--- src/hdl/swc_pkg.sv ---
// Purpose: Shared constants for the sleep and wake controller
// Assumes: 40 MHz system clock, 32-bit AXI4-Lite register access
// Notes:   One oscillator period is taken as one system clock period
package swc_pkg;
  localparam int CLK_MHZ = 40;
  // Register byte offsets
  localparam logic [7:0] OFS_INTCTL = 8'h00;
  localparam logic [7:0] OFS_PERIPHERAL_ENABLE_SIX   = 8'h04;
  localparam logic [7:0] OFS_PERIPHERAL_REQUEST_FLAGS_SIX   = 8'h08;
  localparam logic [7:0] OFS_CFG    = 8'h0c;
  localparam logic [7:0] OFS_STAT   = 8'h10;
  // Field positions
  localparam int INTCTL_GIE    = 7;
  localparam int INTCTL_EXT_IE = 4;
  localparam int FLAG_N        = 4;
  localparam int CFG_W         = 10;
  localparam int CFG_REGULATOR_POWER_MODE_SELECT    = 0;
  localparam int CFG_WDT_SLP   = 1;
  localparam int CFG_XTAL      = 2;
  localparam int CFG_TWOSPD    = 3;
  localparam int CFG_T1SRC     = 4;
  localparam int CFG_ADC_DED   = 6;
  localparam int CFG_PIN_EN    = 7;
  localparam int CFG_BOR_EN    = 8;
  localparam int CFG_WDT_EN    = 9;
  localparam int STAT_PD       = 0;
  localparam int STAT_TO       = 1;
  localparam int STAT_ASLEEP   = 2;
  // Reset values
  localparam logic [7:0]       RST_INTCTL = 8'h00;
  localparam logic [FLAG_N-1:0] RST_PERIPHERAL_ENABLE_SIX  = 4'h0;
  localparam logic [FLAG_N-1:0] RST_PERIPHERAL_REQUEST_FLAGS_SIX  = 4'h0;
  localparam logic [CFG_W-1:0] RST_CFG    = 10'h380;
  localparam logic             RST_PD     = 1'b1;
  localparam logic             RST_TO     = 1'b1;
  localparam logic [15:0]      ISR_VECTOR = 16'h0004;
  // Timing
  localparam int OST_TOSC     = 1024;
  localparam int OST_CYC      = OST_TOSC;
  localparam int REG_STAB_NS  = 2000;
  localparam int REG_STAB_CYC = (REG_STAB_NS * CLK_MHZ + 999) / 1000;
  localparam logic [1:0] RESP_OKAY   = 2'h0;
  localparam logic [1:0] RESP_SLVERR = 2'h2;
  typedef enum logic [4:0] {
    SWC_RUN    = 5'h01,
    SWC_ENTRY  = 5'h02,
    SWC_SLEEP  = 5'h04,
    SWC_WAKE   = 5'h08,
    SWC_RESUME = 5'h10
  } swc_state_e;
endpackage

--- src/hdl/swc_delay_timer.sv ---
// Purpose: Down counter timing the wake-up delay
// Assumes: load_i wins over counting
// Notes:   zero_o is true on the cycle after a load of zero
`timescale 1ns/1ps
module swc_delay_timer #(
  parameter int W = 12
) (
  input  wire logic         clk_i,    // System clock
  input  wire logic         reset_i,  // Sync reset
  input  wire logic         clk_en_i, // Freezes count when low
  input  wire logic         load_i,   // Load start value
  input  wire logic [W-1:0] value_i,  // Start value
  output logic              zero_o    // Count has run out
);
  logic [W-1:0] cnt_r;
  logic [W-1:0] cnt_nxt;

  always_comb begin
    cnt_nxt = cnt_r;
    if (load_i) begin
      cnt_nxt = value_i;
    end else if (cnt_r != '0) begin
      cnt_nxt = cnt_r - W'(1);
    end
  end

  always_ff @(posedge clk_i) begin
    if (reset_i) begin
      cnt_r <= '0;
    end else if (clk_en_i) begin
      cnt_r <= cnt_nxt;
    end
  end

  assign zero_o = (cnt_r == '0);
endmodule // swc_delay_timer

--- src/hdl/swc_sleep_ctrl.sv ---
// Purpose: Sleep entry, wake-up and sixth peripheral flag register
// Assumes: sleep_exec_i is a one-cycle pulse from the core
// Notes:   Summary of operation follows
//
// Local design decisions: the AXI4-Lite register port and the register offsets.
`timescale 1ns/1ps
module swc_sleep_ctrl #(
  parameter int ADDR_W = 8,
  parameter int DLY_W  = 12
) (
  input  wire logic              clk_i,             // 40 MHz clock
  input  wire logic              reset_i,           // Sync reset
  input  wire logic              clk_en_i,          // Freezes state
  input  wire logic [ADDR_W-1:0] s_axi_awaddr_i,    // Write address
  input  wire logic              s_axi_awvalid_i,   // Write addr valid
  output logic                   s_axi_awready_o,   // Write addr ready
  input  wire logic [31:0]       s_axi_wdata_i,     // Write data
  input  wire logic [3:0]        s_axi_wstrb_i,     // Byte strobes
  input  wire logic              s_axi_wvalid_i,    // Write data valid
  output logic                   s_axi_wready_o,    // Write data ready
  output logic [1:0]             s_axi_bresp_o,     // Write response
  output logic                   s_axi_bvalid_o,    // Response valid
  input  wire logic              s_axi_bready_i,    // Response ready
  input  wire logic [ADDR_W-1:0] s_axi_araddr_i,    // Read address
  input  wire logic              s_axi_arvalid_i,   // Read addr valid
  output logic                   s_axi_arready_o,   // Read addr ready
  output logic [31:0]            s_axi_rdata_o,     // Read data
  output logic [1:0]             s_axi_rresp_o,     // Read response
  output logic                   s_axi_rvalid_o,    // Read data valid
  input  wire logic              s_axi_rready_i,    // Read data ready
  input  wire logic              sleep_exec_i,      // Sleep instruction
  input  wire logic [3:0]        wave_set_i,        // Waveform events
  input  wire logic              periph_wake_i,     // Enabled sleep irq
  input  wire logic              wdt_timeout_i,     // Watchdog expiry
  input  wire logic              ext_int_pin_i,     // External int pin
  input  wire logic              ext_reset_pin_i,   // Reset pin
  input  wire logic              brown_out_i,       // Brown-out detect
  input  wire logic              power_on_i,        // Power-on detect
  output logic                   core_clk_en_o,     // Core clock gate
  output logic                   prefetch_o,        // Fetch PC + 1
  output logic                   sleep_nop_o,       // Sleep as no-op
  output logic                   wdt_clear_o,       // Clear watchdog
  output logic                   wdt_run_o,         // Watchdog may count
  output logic                   lfosc_run_o,       // Low-freq osc on
  output logic                   tmr1_run_o,        // Timer one clocked
  output logic                   adc_run_o,         // Converter clocked
  output logic                   io_hold_o,         // Freeze I/O ports
  output logic                   reg_lowpower_o,    // Regulator low-power
  output logic                   full_reset_o,      // Device reset
  output logic                   resume_o,          // Continue program
  output logic                   isr_call_o,        // Call service
  output logic [15:0]            isr_vector_o,      // Service address
  output logic                   power_down_status_o, // Power-down bit
  output logic                   time_out_status_o  // Time-out bit
);
  if (ADDR_W < 8 || DLY_W < $clog2(swc_pkg::OST_CYC + swc_pkg::REG_STAB_CYC + 1))
  begin : g_bad_param
    $error("swc_sleep_ctrl: ADDR_W or DLY_W too small");
  end

  // Pin synchronisers
  logic [3:0] sync1_r;
  logic [3:0] sync2_r;
  always_ff @(posedge clk_i) begin
    if (reset_i) begin
      sync1_r <= 4'h0;
      sync2_r <= 4'h0;
    end else if (clk_en_i) begin
      sync1_r <= {power_on_i, brown_out_i, ext_reset_pin_i, ext_int_pin_i};
      sync2_r <= sync1_r;
    end
  end
  logic ext_int_s, pin_rst_s, bor_s, por_s;
  assign {por_s, bor_s, pin_rst_s, ext_int_s} = sync2_r;

  // Bus and register state
  logic                       aw_rdy_r, aw_rdy_nxt, ar_rdy_r, ar_rdy_nxt;
  logic                       bvalid_r, bvalid_nxt, rvalid_r, rvalid_nxt;
  logic [1:0]                 bresp_r, bresp_nxt, rresp_r, rresp_nxt;
  logic [31:0]                rdata_r, rdata_nxt;
  logic [7:0]                 intctl_r, intctl_nxt;
  logic [swc_pkg::FLAG_N-1:0] peripheral_enable_six_r, peripheral_enable_six_nxt, peripheral_request_flags_six_r, peripheral_request_flags_six_nxt;
  logic [swc_pkg::CFG_W-1:0]  cfg_r, cfg_nxt;
  logic                       wr_fire, rd_fire, asleep;
  logic                       pd_r, to_r;
  swc_pkg::swc_state_e        st_r, st_nxt;

  function automatic logic hit(input logic [ADDR_W-1:0] a, input logic [7:0] ofs);
    hit = (a == ADDR_W'(ofs));
  endfunction

  assign wr_fire = aw_rdy_r && s_axi_awvalid_i && s_axi_wvalid_i;
  assign rd_fire = ar_rdy_r && s_axi_arvalid_i;
  assign asleep  = (st_r != swc_pkg::SWC_RUN) && (st_r != swc_pkg::SWC_RESUME);

  always_comb begin
    logic wmap, rmap, wl0;
    wmap = hit(s_axi_awaddr_i, swc_pkg::OFS_INTCTL) || hit(s_axi_awaddr_i, swc_pkg::OFS_PERIPHERAL_ENABLE_SIX)
        || hit(s_axi_awaddr_i, swc_pkg::OFS_PERIPHERAL_REQUEST_FLAGS_SIX) || hit(s_axi_awaddr_i, swc_pkg::OFS_CFG)
        || hit(s_axi_awaddr_i, swc_pkg::OFS_STAT);
    rmap = 1'b1;
    wl0  = wr_fire && s_axi_wstrb_i[0];
    // Address and data are taken together, one transfer at a time
    aw_rdy_nxt = !aw_rdy_r && !bvalid_r && s_axi_awvalid_i && s_axi_wvalid_i;
    ar_rdy_nxt = !ar_rdy_r && !rvalid_r && s_axi_arvalid_i;
    bvalid_nxt = wr_fire || (bvalid_r && !s_axi_bready_i);
    bresp_nxt  = wr_fire ? (wmap ? swc_pkg::RESP_OKAY : swc_pkg::RESP_SLVERR) : bresp_r;
    rvalid_nxt = rd_fire || (rvalid_r && !s_axi_rready_i);
    rdata_nxt  = rdata_r;
    rresp_nxt  = rresp_r;
    if (rd_fire) begin
      rdata_nxt = 32'h0;
      if (hit(s_axi_araddr_i, swc_pkg::OFS_INTCTL)) begin
        rdata_nxt[7:0] = intctl_r;
      end else if (hit(s_axi_araddr_i, swc_pkg::OFS_PERIPHERAL_ENABLE_SIX)) begin
        rdata_nxt[swc_pkg::FLAG_N-1:0] = peripheral_enable_six_r;
      end else if (hit(s_axi_araddr_i, swc_pkg::OFS_PERIPHERAL_REQUEST_FLAGS_SIX)) begin
        rdata_nxt[swc_pkg::FLAG_N-1:0] = peripheral_request_flags_six_r;
      end else if (hit(s_axi_araddr_i, swc_pkg::OFS_CFG)) begin
        rdata_nxt[swc_pkg::CFG_W-1:0] = cfg_r;
      end else if (hit(s_axi_araddr_i, swc_pkg::OFS_STAT)) begin
        rdata_nxt[swc_pkg::STAT_PD]     = pd_r;
        rdata_nxt[swc_pkg::STAT_TO]     = to_r;
        rdata_nxt[swc_pkg::STAT_ASLEEP] = asleep;
      end else begin
        rmap = 1'b0;
      end
      rresp_nxt = rmap ? swc_pkg::RESP_OKAY : swc_pkg::RESP_SLVERR;
    end
    intctl_nxt = (wl0 && hit(s_axi_awaddr_i, swc_pkg::OFS_INTCTL))
               ? s_axi_wdata_i[7:0] : intctl_r;
    peripheral_enable_six_nxt   = (wl0 && hit(s_axi_awaddr_i, swc_pkg::OFS_PERIPHERAL_ENABLE_SIX))
               ? s_axi_wdata_i[swc_pkg::FLAG_N-1:0] : peripheral_enable_six_r;
    cfg_nxt    = (wr_fire && s_axi_wstrb_i[1:0] == 2'h3 && hit(s_axi_awaddr_i, swc_pkg::OFS_CFG))
               ? s_axi_wdata_i[swc_pkg::CFG_W-1:0] : cfg_r;
    // A flag event in the cycle of a software clear still lands
    peripheral_request_flags_six_nxt   = ((wl0 && hit(s_axi_awaddr_i, swc_pkg::OFS_PERIPHERAL_REQUEST_FLAGS_SIX))
               ? s_axi_wdata_i[swc_pkg::FLAG_N-1:0] : peripheral_request_flags_six_r) | wave_set_i;
  end

  always_ff @(posedge clk_i) begin
    if (reset_i) begin
      aw_rdy_r <= 1'b0;
      ar_rdy_r <= 1'b0;
      bvalid_r <= 1'b0;
      rvalid_r <= 1'b0;
      bresp_r  <= swc_pkg::RESP_OKAY;
      rresp_r  <= swc_pkg::RESP_OKAY;
      rdata_r  <= 32'h0;
      intctl_r <= swc_pkg::RST_INTCTL;
      peripheral_enable_six_r   <= swc_pkg::RST_PERIPHERAL_ENABLE_SIX;
      peripheral_request_flags_six_r   <= swc_pkg::RST_PERIPHERAL_REQUEST_FLAGS_SIX;
      cfg_r    <= swc_pkg::RST_CFG;
    end else if (clk_en_i) begin
      aw_rdy_r <= aw_rdy_nxt;
      ar_rdy_r <= ar_rdy_nxt;
      bvalid_r <= bvalid_nxt;
      rvalid_r <= rvalid_nxt;
      bresp_r  <= bresp_nxt;
      rresp_r  <= rresp_nxt;
      rdata_r  <= rdata_nxt;
      intctl_r <= intctl_nxt;
      peripheral_enable_six_r   <= peripheral_enable_six_nxt;
      peripheral_request_flags_six_r   <= peripheral_request_flags_six_nxt;
      cfg_r    <= cfg_nxt;
    end
  end

  assign s_axi_awready_o = aw_rdy_r;
  assign s_axi_wready_o  = aw_rdy_r;
  assign s_axi_bvalid_o  = bvalid_r;
  assign s_axi_bresp_o   = bresp_r;
  assign s_axi_arready_o = ar_rdy_r;
  assign s_axi_rvalid_o  = rvalid_r;
  assign s_axi_rresp_o   = rresp_r;
  assign s_axi_rdata_o   = rdata_r;

  // Sequencer
  logic global_interrupt_enable, pend, wake_ev, rst_src, dly_zero, dly_load;
  logic [DLY_W-1:0] dly_val;
  logic pd_nxt, to_nxt, irq_wake_r, irq_wake_nxt;
  logic clk_on_r, clk_on_nxt, pf_r, pf_nxt, nop_r, nop_nxt, wclr_r, wclr_nxt;
  logic wrun_r, wrun_nxt, t1_r, t1_nxt, adc_r, adc_nxt, hold_r, hold_nxt;
  logic lp_r, lp_nxt, frst_r, frst_nxt, res_r, res_nxt, isr_r, isr_nxt;

  assign global_interrupt_enable  = intctl_r[swc_pkg::INTCTL_GIE];
  // Global enable plays no part in waking
  assign pend = |(peripheral_request_flags_six_r & peripheral_enable_six_r) || (ext_int_s && intctl_r[swc_pkg::INTCTL_EXT_IE])
             || periph_wake_i;
  assign wake_ev = pend || (wdt_timeout_i && cfg_r[swc_pkg::CFG_WDT_EN]);
  assign rst_src = (pin_rst_s && cfg_r[swc_pkg::CFG_PIN_EN])
                || (bor_s && cfg_r[swc_pkg::CFG_BOR_EN]) || por_s;
  // Oscillator wait only for crystal modes without two-speed start, plus regulator settling when low-power is selected
  assign dly_val = ((cfg_r[swc_pkg::CFG_XTAL] && !cfg_r[swc_pkg::CFG_TWOSPD])
                    ? DLY_W'(swc_pkg::OST_CYC) : DLY_W'(0))
                 + (cfg_r[swc_pkg::CFG_REGULATOR_POWER_MODE_SELECT] ? DLY_W'(swc_pkg::REG_STAB_CYC) : DLY_W'(0));

  always_comb begin
    st_nxt = st_r;
    pd_nxt = pd_r;
    to_nxt = to_r;
    irq_wake_nxt = irq_wake_r;
    pf_nxt = 1'b0;
    nop_nxt = 1'b0;
    wclr_nxt = 1'b0;
    frst_nxt = 1'b0;
    res_nxt = 1'b0;
    isr_nxt = 1'b0;
    dly_load = 1'b0;
    case (st_r)
      swc_pkg::SWC_RUN, swc_pkg::SWC_RESUME: begin
        if (wdt_timeout_i && cfg_r[swc_pkg::CFG_WDT_EN]) begin
          frst_nxt = 1'b1;
        end else if (sleep_exec_i) begin
          if (pend && !global_interrupt_enable) begin
            nop_nxt = 1'b1;
          end else begin
            st_nxt   = swc_pkg::SWC_ENTRY;
            pd_nxt   = 1'b0;
            to_nxt   = 1'b1;
            wclr_nxt = 1'b1;
            pf_nxt   = 1'b1;
          end
        end else begin
          st_nxt = swc_pkg::SWC_RUN;
        end
      end
      swc_pkg::SWC_ENTRY, swc_pkg::SWC_SLEEP: begin
        // A wake event during entry lets entry finish, then leaves at once
        if (wake_ev) begin
          st_nxt       = swc_pkg::SWC_WAKE;
          wclr_nxt     = 1'b1;
          dly_load     = 1'b1;
          irq_wake_nxt = pend;
        end else begin
          st_nxt = swc_pkg::SWC_SLEEP;
        end
      end
      swc_pkg::SWC_WAKE: begin
        if (dly_zero) begin
          st_nxt  = swc_pkg::SWC_RESUME;
          res_nxt = 1'b1;
          isr_nxt = irq_wake_r && global_interrupt_enable;
        end
      end
      default: begin
        st_nxt = swc_pkg::SWC_RUN;
      end
    endcase
    if (rst_src) begin
      st_nxt   = swc_pkg::SWC_RUN;
      pd_nxt   = swc_pkg::RST_PD;
      to_nxt   = swc_pkg::RST_TO;
      frst_nxt = 1'b1;
      res_nxt  = 1'b0;
      isr_nxt  = 1'b0;
      dly_load = 1'b0;
    end
    clk_on_nxt = (st_nxt == swc_pkg::SWC_RUN) || (st_nxt == swc_pkg::SWC_RESUME);
    hold_nxt   = !clk_on_nxt;
    wrun_nxt   = clk_on_nxt || cfg_r[swc_pkg::CFG_WDT_SLP];
    t1_nxt     = clk_on_nxt || (cfg_r[swc_pkg::CFG_T1SRC +: 2] != 2'h0);
    adc_nxt    = clk_on_nxt || cfg_r[swc_pkg::CFG_ADC_DED];
    lp_nxt     = (st_nxt == swc_pkg::SWC_SLEEP) && cfg_r[swc_pkg::CFG_REGULATOR_POWER_MODE_SELECT];
  end

  always_ff @(posedge clk_i) begin
    if (reset_i) begin
      st_r       <= swc_pkg::SWC_RUN;
      pd_r       <= swc_pkg::RST_PD;
      to_r       <= swc_pkg::RST_TO;
      irq_wake_r <= 1'b0;
      clk_on_r   <= 1'b1;
      pf_r       <= 1'b0;
      nop_r      <= 1'b0;
      wclr_r     <= 1'b0;
      wrun_r     <= 1'b1;
      t1_r       <= 1'b1;
      adc_r      <= 1'b1;
      hold_r     <= 1'b0;
      lp_r       <= 1'b0;
      frst_r     <= 1'b0;
      res_r      <= 1'b0;
      isr_r      <= 1'b0;
    end else if (clk_en_i) begin
      st_r       <= st_nxt;
      pd_r       <= pd_nxt;
      to_r       <= to_nxt;
      irq_wake_r <= irq_wake_nxt;
      clk_on_r   <= clk_on_nxt;
      pf_r       <= pf_nxt;
      nop_r      <= nop_nxt;
      wclr_r     <= wclr_nxt;
      wrun_r     <= wrun_nxt;
      t1_r       <= t1_nxt;
      adc_r      <= adc_nxt;
      hold_r     <= hold_nxt;
      lp_r       <= lp_nxt;
      frst_r     <= frst_nxt;
      res_r      <= res_nxt;
      isr_r      <= isr_nxt;
    end
  end

  swc_delay_timer #(.W(DLY_W)) u_dly (
    .clk_i    (clk_i),
    .reset_i  (reset_i),
    .clk_en_i (clk_en_i),
    .load_i   (dly_load),
    .value_i  (dly_val),
    .zero_o   (dly_zero)
  );

  assign core_clk_en_o       = clk_on_r;
  assign prefetch_o          = pf_r;
  assign sleep_nop_o         = nop_r;
  assign wdt_clear_o         = wclr_r;
  assign wdt_run_o           = wrun_r;
  assign lfosc_run_o         = 1'b1;
  assign tmr1_run_o          = t1_r;
  assign adc_run_o           = adc_r;
  assign io_hold_o           = hold_r;
  assign reg_lowpower_o      = lp_r;
  assign full_reset_o        = frst_r;
  assign resume_o            = res_r;
  assign isr_call_o          = isr_r;
  assign isr_vector_o        = swc_pkg::ISR_VECTOR;
  assign power_down_status_o = pd_r;
  assign time_out_status_o   = to_r;
endmodule // swc_sleep_ctrl

--- config.mk ---
export PLATFORM = sky130hd
export DESIGN_NAME = swc_sleep_ctrl
export DESIGN_NICKNAME = d
export VERILOG_FILES = /design/src/hdl/swc_pkg.sv /design/src/hdl/swc_delay_timer.sv /design/src/hdl/swc_sleep_ctrl.sv
export SDC_FILE = /design/constraint.sdc
export NUM_CORES = 1
export LEC_CHECK = 0
export BUFFER_PORTS_ARGS = -buffer_cell sky130_fd_sc_hd__buf_2
export CORE_UTILIZATION = 54
export CTS_CLUSTER_DIAMETER = 120
export DETAILED_ROUTE_END_ITERATION = 8
export GPL_TIMING_DRIVEN = 1
export PLACE_DENSITY = 0.83
export SETUP_SLACK_MARGIN = 0.5
export SLEW_MARGIN = 30
export SYNTH_ARGS = -nofsm -noshare
export SYNTH_HDL_FRONTEND = slang
export SYNTH_SLANG_ARGS = --single-unit
--- constraint.sdc ---
create_clock -name clk_i -period 3.1 [get_ports clk_i]
set_input_delay 0.62 -clock clk_i [delete_from_list [all_inputs] [get_ports clk_i]]
set_output_delay 0.62 -clock clk_i [all_outputs]
set_load 0.01 [all_outputs]
==> flow_summary.ini <==
[sta]
clock_skew_ns = 0.01034
fin_crit_ns = 2.477
max_freq_mhz = 403.7
rsz0062_at_grt = no
fin_setup_tns_ns = 0
slew_headroom_pct = 56.83
hold_violations = 0
worst_pin_slew_ns = 0.6476
setup_ws_ns = 0.6229
fin_crit_sh_pct = 79.91
setup_viol = 0
slew_violations = 0

[die]
die_height_um = 89.05
start_util_pct = 56.11
fp.coreArea_um2 = 7292
die-area_um2 = 7929
pin_count = 143
die_w_um = 89.05
rows = 31

[global_routing]
grt_usage_pct = 25.87
grt_pass1_wl_mm = 15.59
grt_max_degree = 62
antenna_found_initial = 0
grt_pass1_vias = 3272
grt-ovfl-total = 0

[cts]
cts_hold_buffers = 0
cts-root-buf = clkbuf_8
cts_buffer_depth = 2
clkSlewWorstSetupHoldPaths_ns = 0.10
cts_setup_buffers = 0
htree_levels = 3
tritoncts = done
clkSinkCount = 81
cts_resized = 0
cts_buffers = 9
clk_latency_ns = 0.37

[cells_and_area]
layout.nets = 610
multi_input_area_um2 = 2173
register_area_um2 = 1622
instances_no_fill = 642
fill_cells = 624
post-route-util_pct = 62.63
area_delta_synth_final_pct = 11.62
layout-drive-gt1-share_pct = 21.55
n_antenna_cell = 0

[power]
irDropWorstVdd_v = 0.0002768
comb_power_share_pct = 25.3
sw_frac_of_total_pct = 33.65
p_int_mw = 1.789
power_switching_uw = 907.1
power_density_nw_per_um2 = 590.4
p_leak_nw = 2.108
clkPwrFrac_pct = 30.9
p_seq_share_pct = 43.8

[synthesis]
synth.distinct_cells = 67
syn-instance-count = 475
yosys_warnings = 0
seq_area_frac_synth_pct = 39.63
synth_flop_cell = dfxtp_1
syn-cell-area_um2 = 4091
synth_edf_count = 0
synth.avg_cell_area_um2 = 8.614
synth-seq-cells = 81
async_reset_ff_share_pct = 0

[worst_setup_path]
cp_max_fo = 7
r2r_start = st_r[0]$_SDFFE_PP1P_
reg2regPathDepth = 5
worstSetupPathType = reg2reg
arrival_ns = 2.74
r2r_slack_ns = 0.62
crit_start = st_r[0]$_SDFFE_PP1P_
cp.required_ns = 3.37
crit_path_start_kind = flip-flop
r2r_end = tmr1_run_o$_SDFFE_PP1P_
end_kind = flip-flop

[place]
placed_cells = 626
place_ws_ns = 0.3985
dp_hpwl_mm = 6.958
place_congestion = 0.8956
portBuffers = 76

[hold_path]
worstHoldStart = reg_lowpower_o$_SDFFE_PP0P_
hold_path.class = reg2reg
holdPathStages = 2
hold_path_end = reg_lowpower_o$_SDFFE_PP0P_

[drt]
wl_per_cell_um = 15.30
vias_per_cell = 5.718
ant_nets = 0
initialDrtViolationCount = 427
wl_mm = 9.825
dr.pass1.iters = 6
vias = 3671
drc = 0

[run]
drv_cap = 0

[outcome]
status = completed
state kept, by name, summed over array words and instances, names as in the netlist, 4 cells and up:
signal and cells:
u_dly.cnt_r 12, sync1_r 4, peripheral_enable_six_r 4, intctl_r 8
sync2_r 4, peripheral_request_flags_six_r 4, cfg_r 10, s_axi_rdata_o 10
st_r 5
metal layers:
metal	track usage (%)	wire, um	up-vias
met4	10.10	258	0
met1	33.22	4148	1711
li1	-	-	1758
met3	4.986	665	27
met2	43.15	4753	175
met5	0	0	-
cells in the final DEF, fill, tap and decap left out, types with 4 or more instances in the layout:
cell,n
nor3_1,9
nand4_1,10
and3_1,5
conb_1,42
nor2_1,62
dfxtp_1,81
nand3_1,12
inv_6,4
a221oi_1,4
mux2i_1,36
a31oi_1,6
or3_2,4
a21oi_1,32
or4_1,4
o21ai_0,14
buf_4,5
inv_1,6
clkbuf_8,9
nand2_1,42
buf_2,76
nand3b_1,5
or4_2,4
power by group through the flow:
| stage | logic [mW] | registers, mW | clock network [mW] |
|---|---|---|---|
| floorplan | 0.541 | 1.19 | 0 |
| finish | 0.682 | 1.18 | 0.833 |
| global route | 0.748 | 1.19 | 0.881 |
| CTS | 0.672 | 1.18 | 0.839 |
| detailed placement | 0.668 | 1.20 | 0 |
| global placement | 0.648 | 1.20 | 0 |
final cells by class:
| cell class | instances | share of cell area, % |
|---|---|---|
| Multi-Input combinational cell | 359 | 47.59 |
| Sequential cell | 81 | 35.51 |
| Timing Repair Buffer | 81 | 9.151 |
| Clock buffer | 9 | 2.712 |
| Tap cell | 99 | 2.712 |
| Clock inverter | 7 | 1.836 |
| Inverter | 6 | 0.4932 |
worst max-delay path by stage:
| stage | endpoint | slack, ns |
|---|---|---|
| 2_1_floorplan | cfg_r[7]$_SDFFE_PP1P_ | 0.78 |
| 3_3_place_gp | intctl_r[1]$_SDFFE_PP0P_ | 0.55 |
| 3_5_place_dp | intctl_r[1]$_SDFFE_PP0P_ | 0.40 |
| 4_1_cts | tmr1_run_o$_SDFFE_PP1P_ | 0.69 |
| 5_1_grt | tmr1_run_o$_SDFFE_PP1P_ | 0.54 |
| 6_report | tmr1_run_o$_SDFFE_PP1P_ | 0.62 |
Yosys cell counts (3+ instances only):
cell type | number | area share, %
dfxtp_1 | 81 | 40
nor2_1 | 62 | 5.7
buf_4 | 43 | 7.9
nand2_1 | 42 | 3.9
mux2i_1 | 36 | 8.8
a21oi_1 | 32 | 3.9
clkbuf_1 | 16 | 1.5
o21ai_0 | 14 | 1.7
nand3_1 | 12 | 1.5
nand4_1 | 10 | 1.5
nor3_1 | 9 | 1.1
buf_1 | 7 | 0.64
a31oi_1 | 6 | 0.92
inv_1 | 6 | 0.55
and3_1 | 5 | 0.76
nand3b_1 | 5 | 0.92
a221oi_1 | 4 | 0.86
or3_2 | 4 | 0.73
or4_1 | 4 | 0.73
or4_2 | 4 | 0.86
a211oi_1 | 3 | 0.55
a221o_1 | 3 | 0.73
buf_2 | 3 | 0.37
nand2b_1 | 3 | 0.46
nand4b_1 | 3 | 0.64
cells by family after synthesis:
kind of cell               Yosys count  share of synthesized area, %
DFF                                 81                         39.63
other                                2                        0.1836
and+or+nand+nor                    179                         22.39
muxes                               37                         9.358
xor gates and xnor gates             3                        0.6423
buffers and inverters               75                         10.92
AOI/OAI and AO/OA                   97                         16.58
adders and majority gates            1                        0.3058
metrics by stage:
stage | total power [mW] | instance area [um2] | hold WS, ns
CTS | 2.689 | 4567 | 0.4505
global placement | 1.847 | 4359 | 0.4320
detailed placement | 1.869 | 4359 | 0.4375
global route | 2.822 | 4567 | 0.4578
floorplan | 1.733 | 4242 | 0.4481
finish | 2.696 | 4567 | 0.4425
worst max-delay path: stages, from the launching register on:
cell,delay [ns]
dfxtp_1,0.51
xor2_1,0.17
nand3b_1,0.27
a2111oi_2,0.56
nand4_1,0.45
o32a_1,0.42
Power figures use the tool's default switching activity.
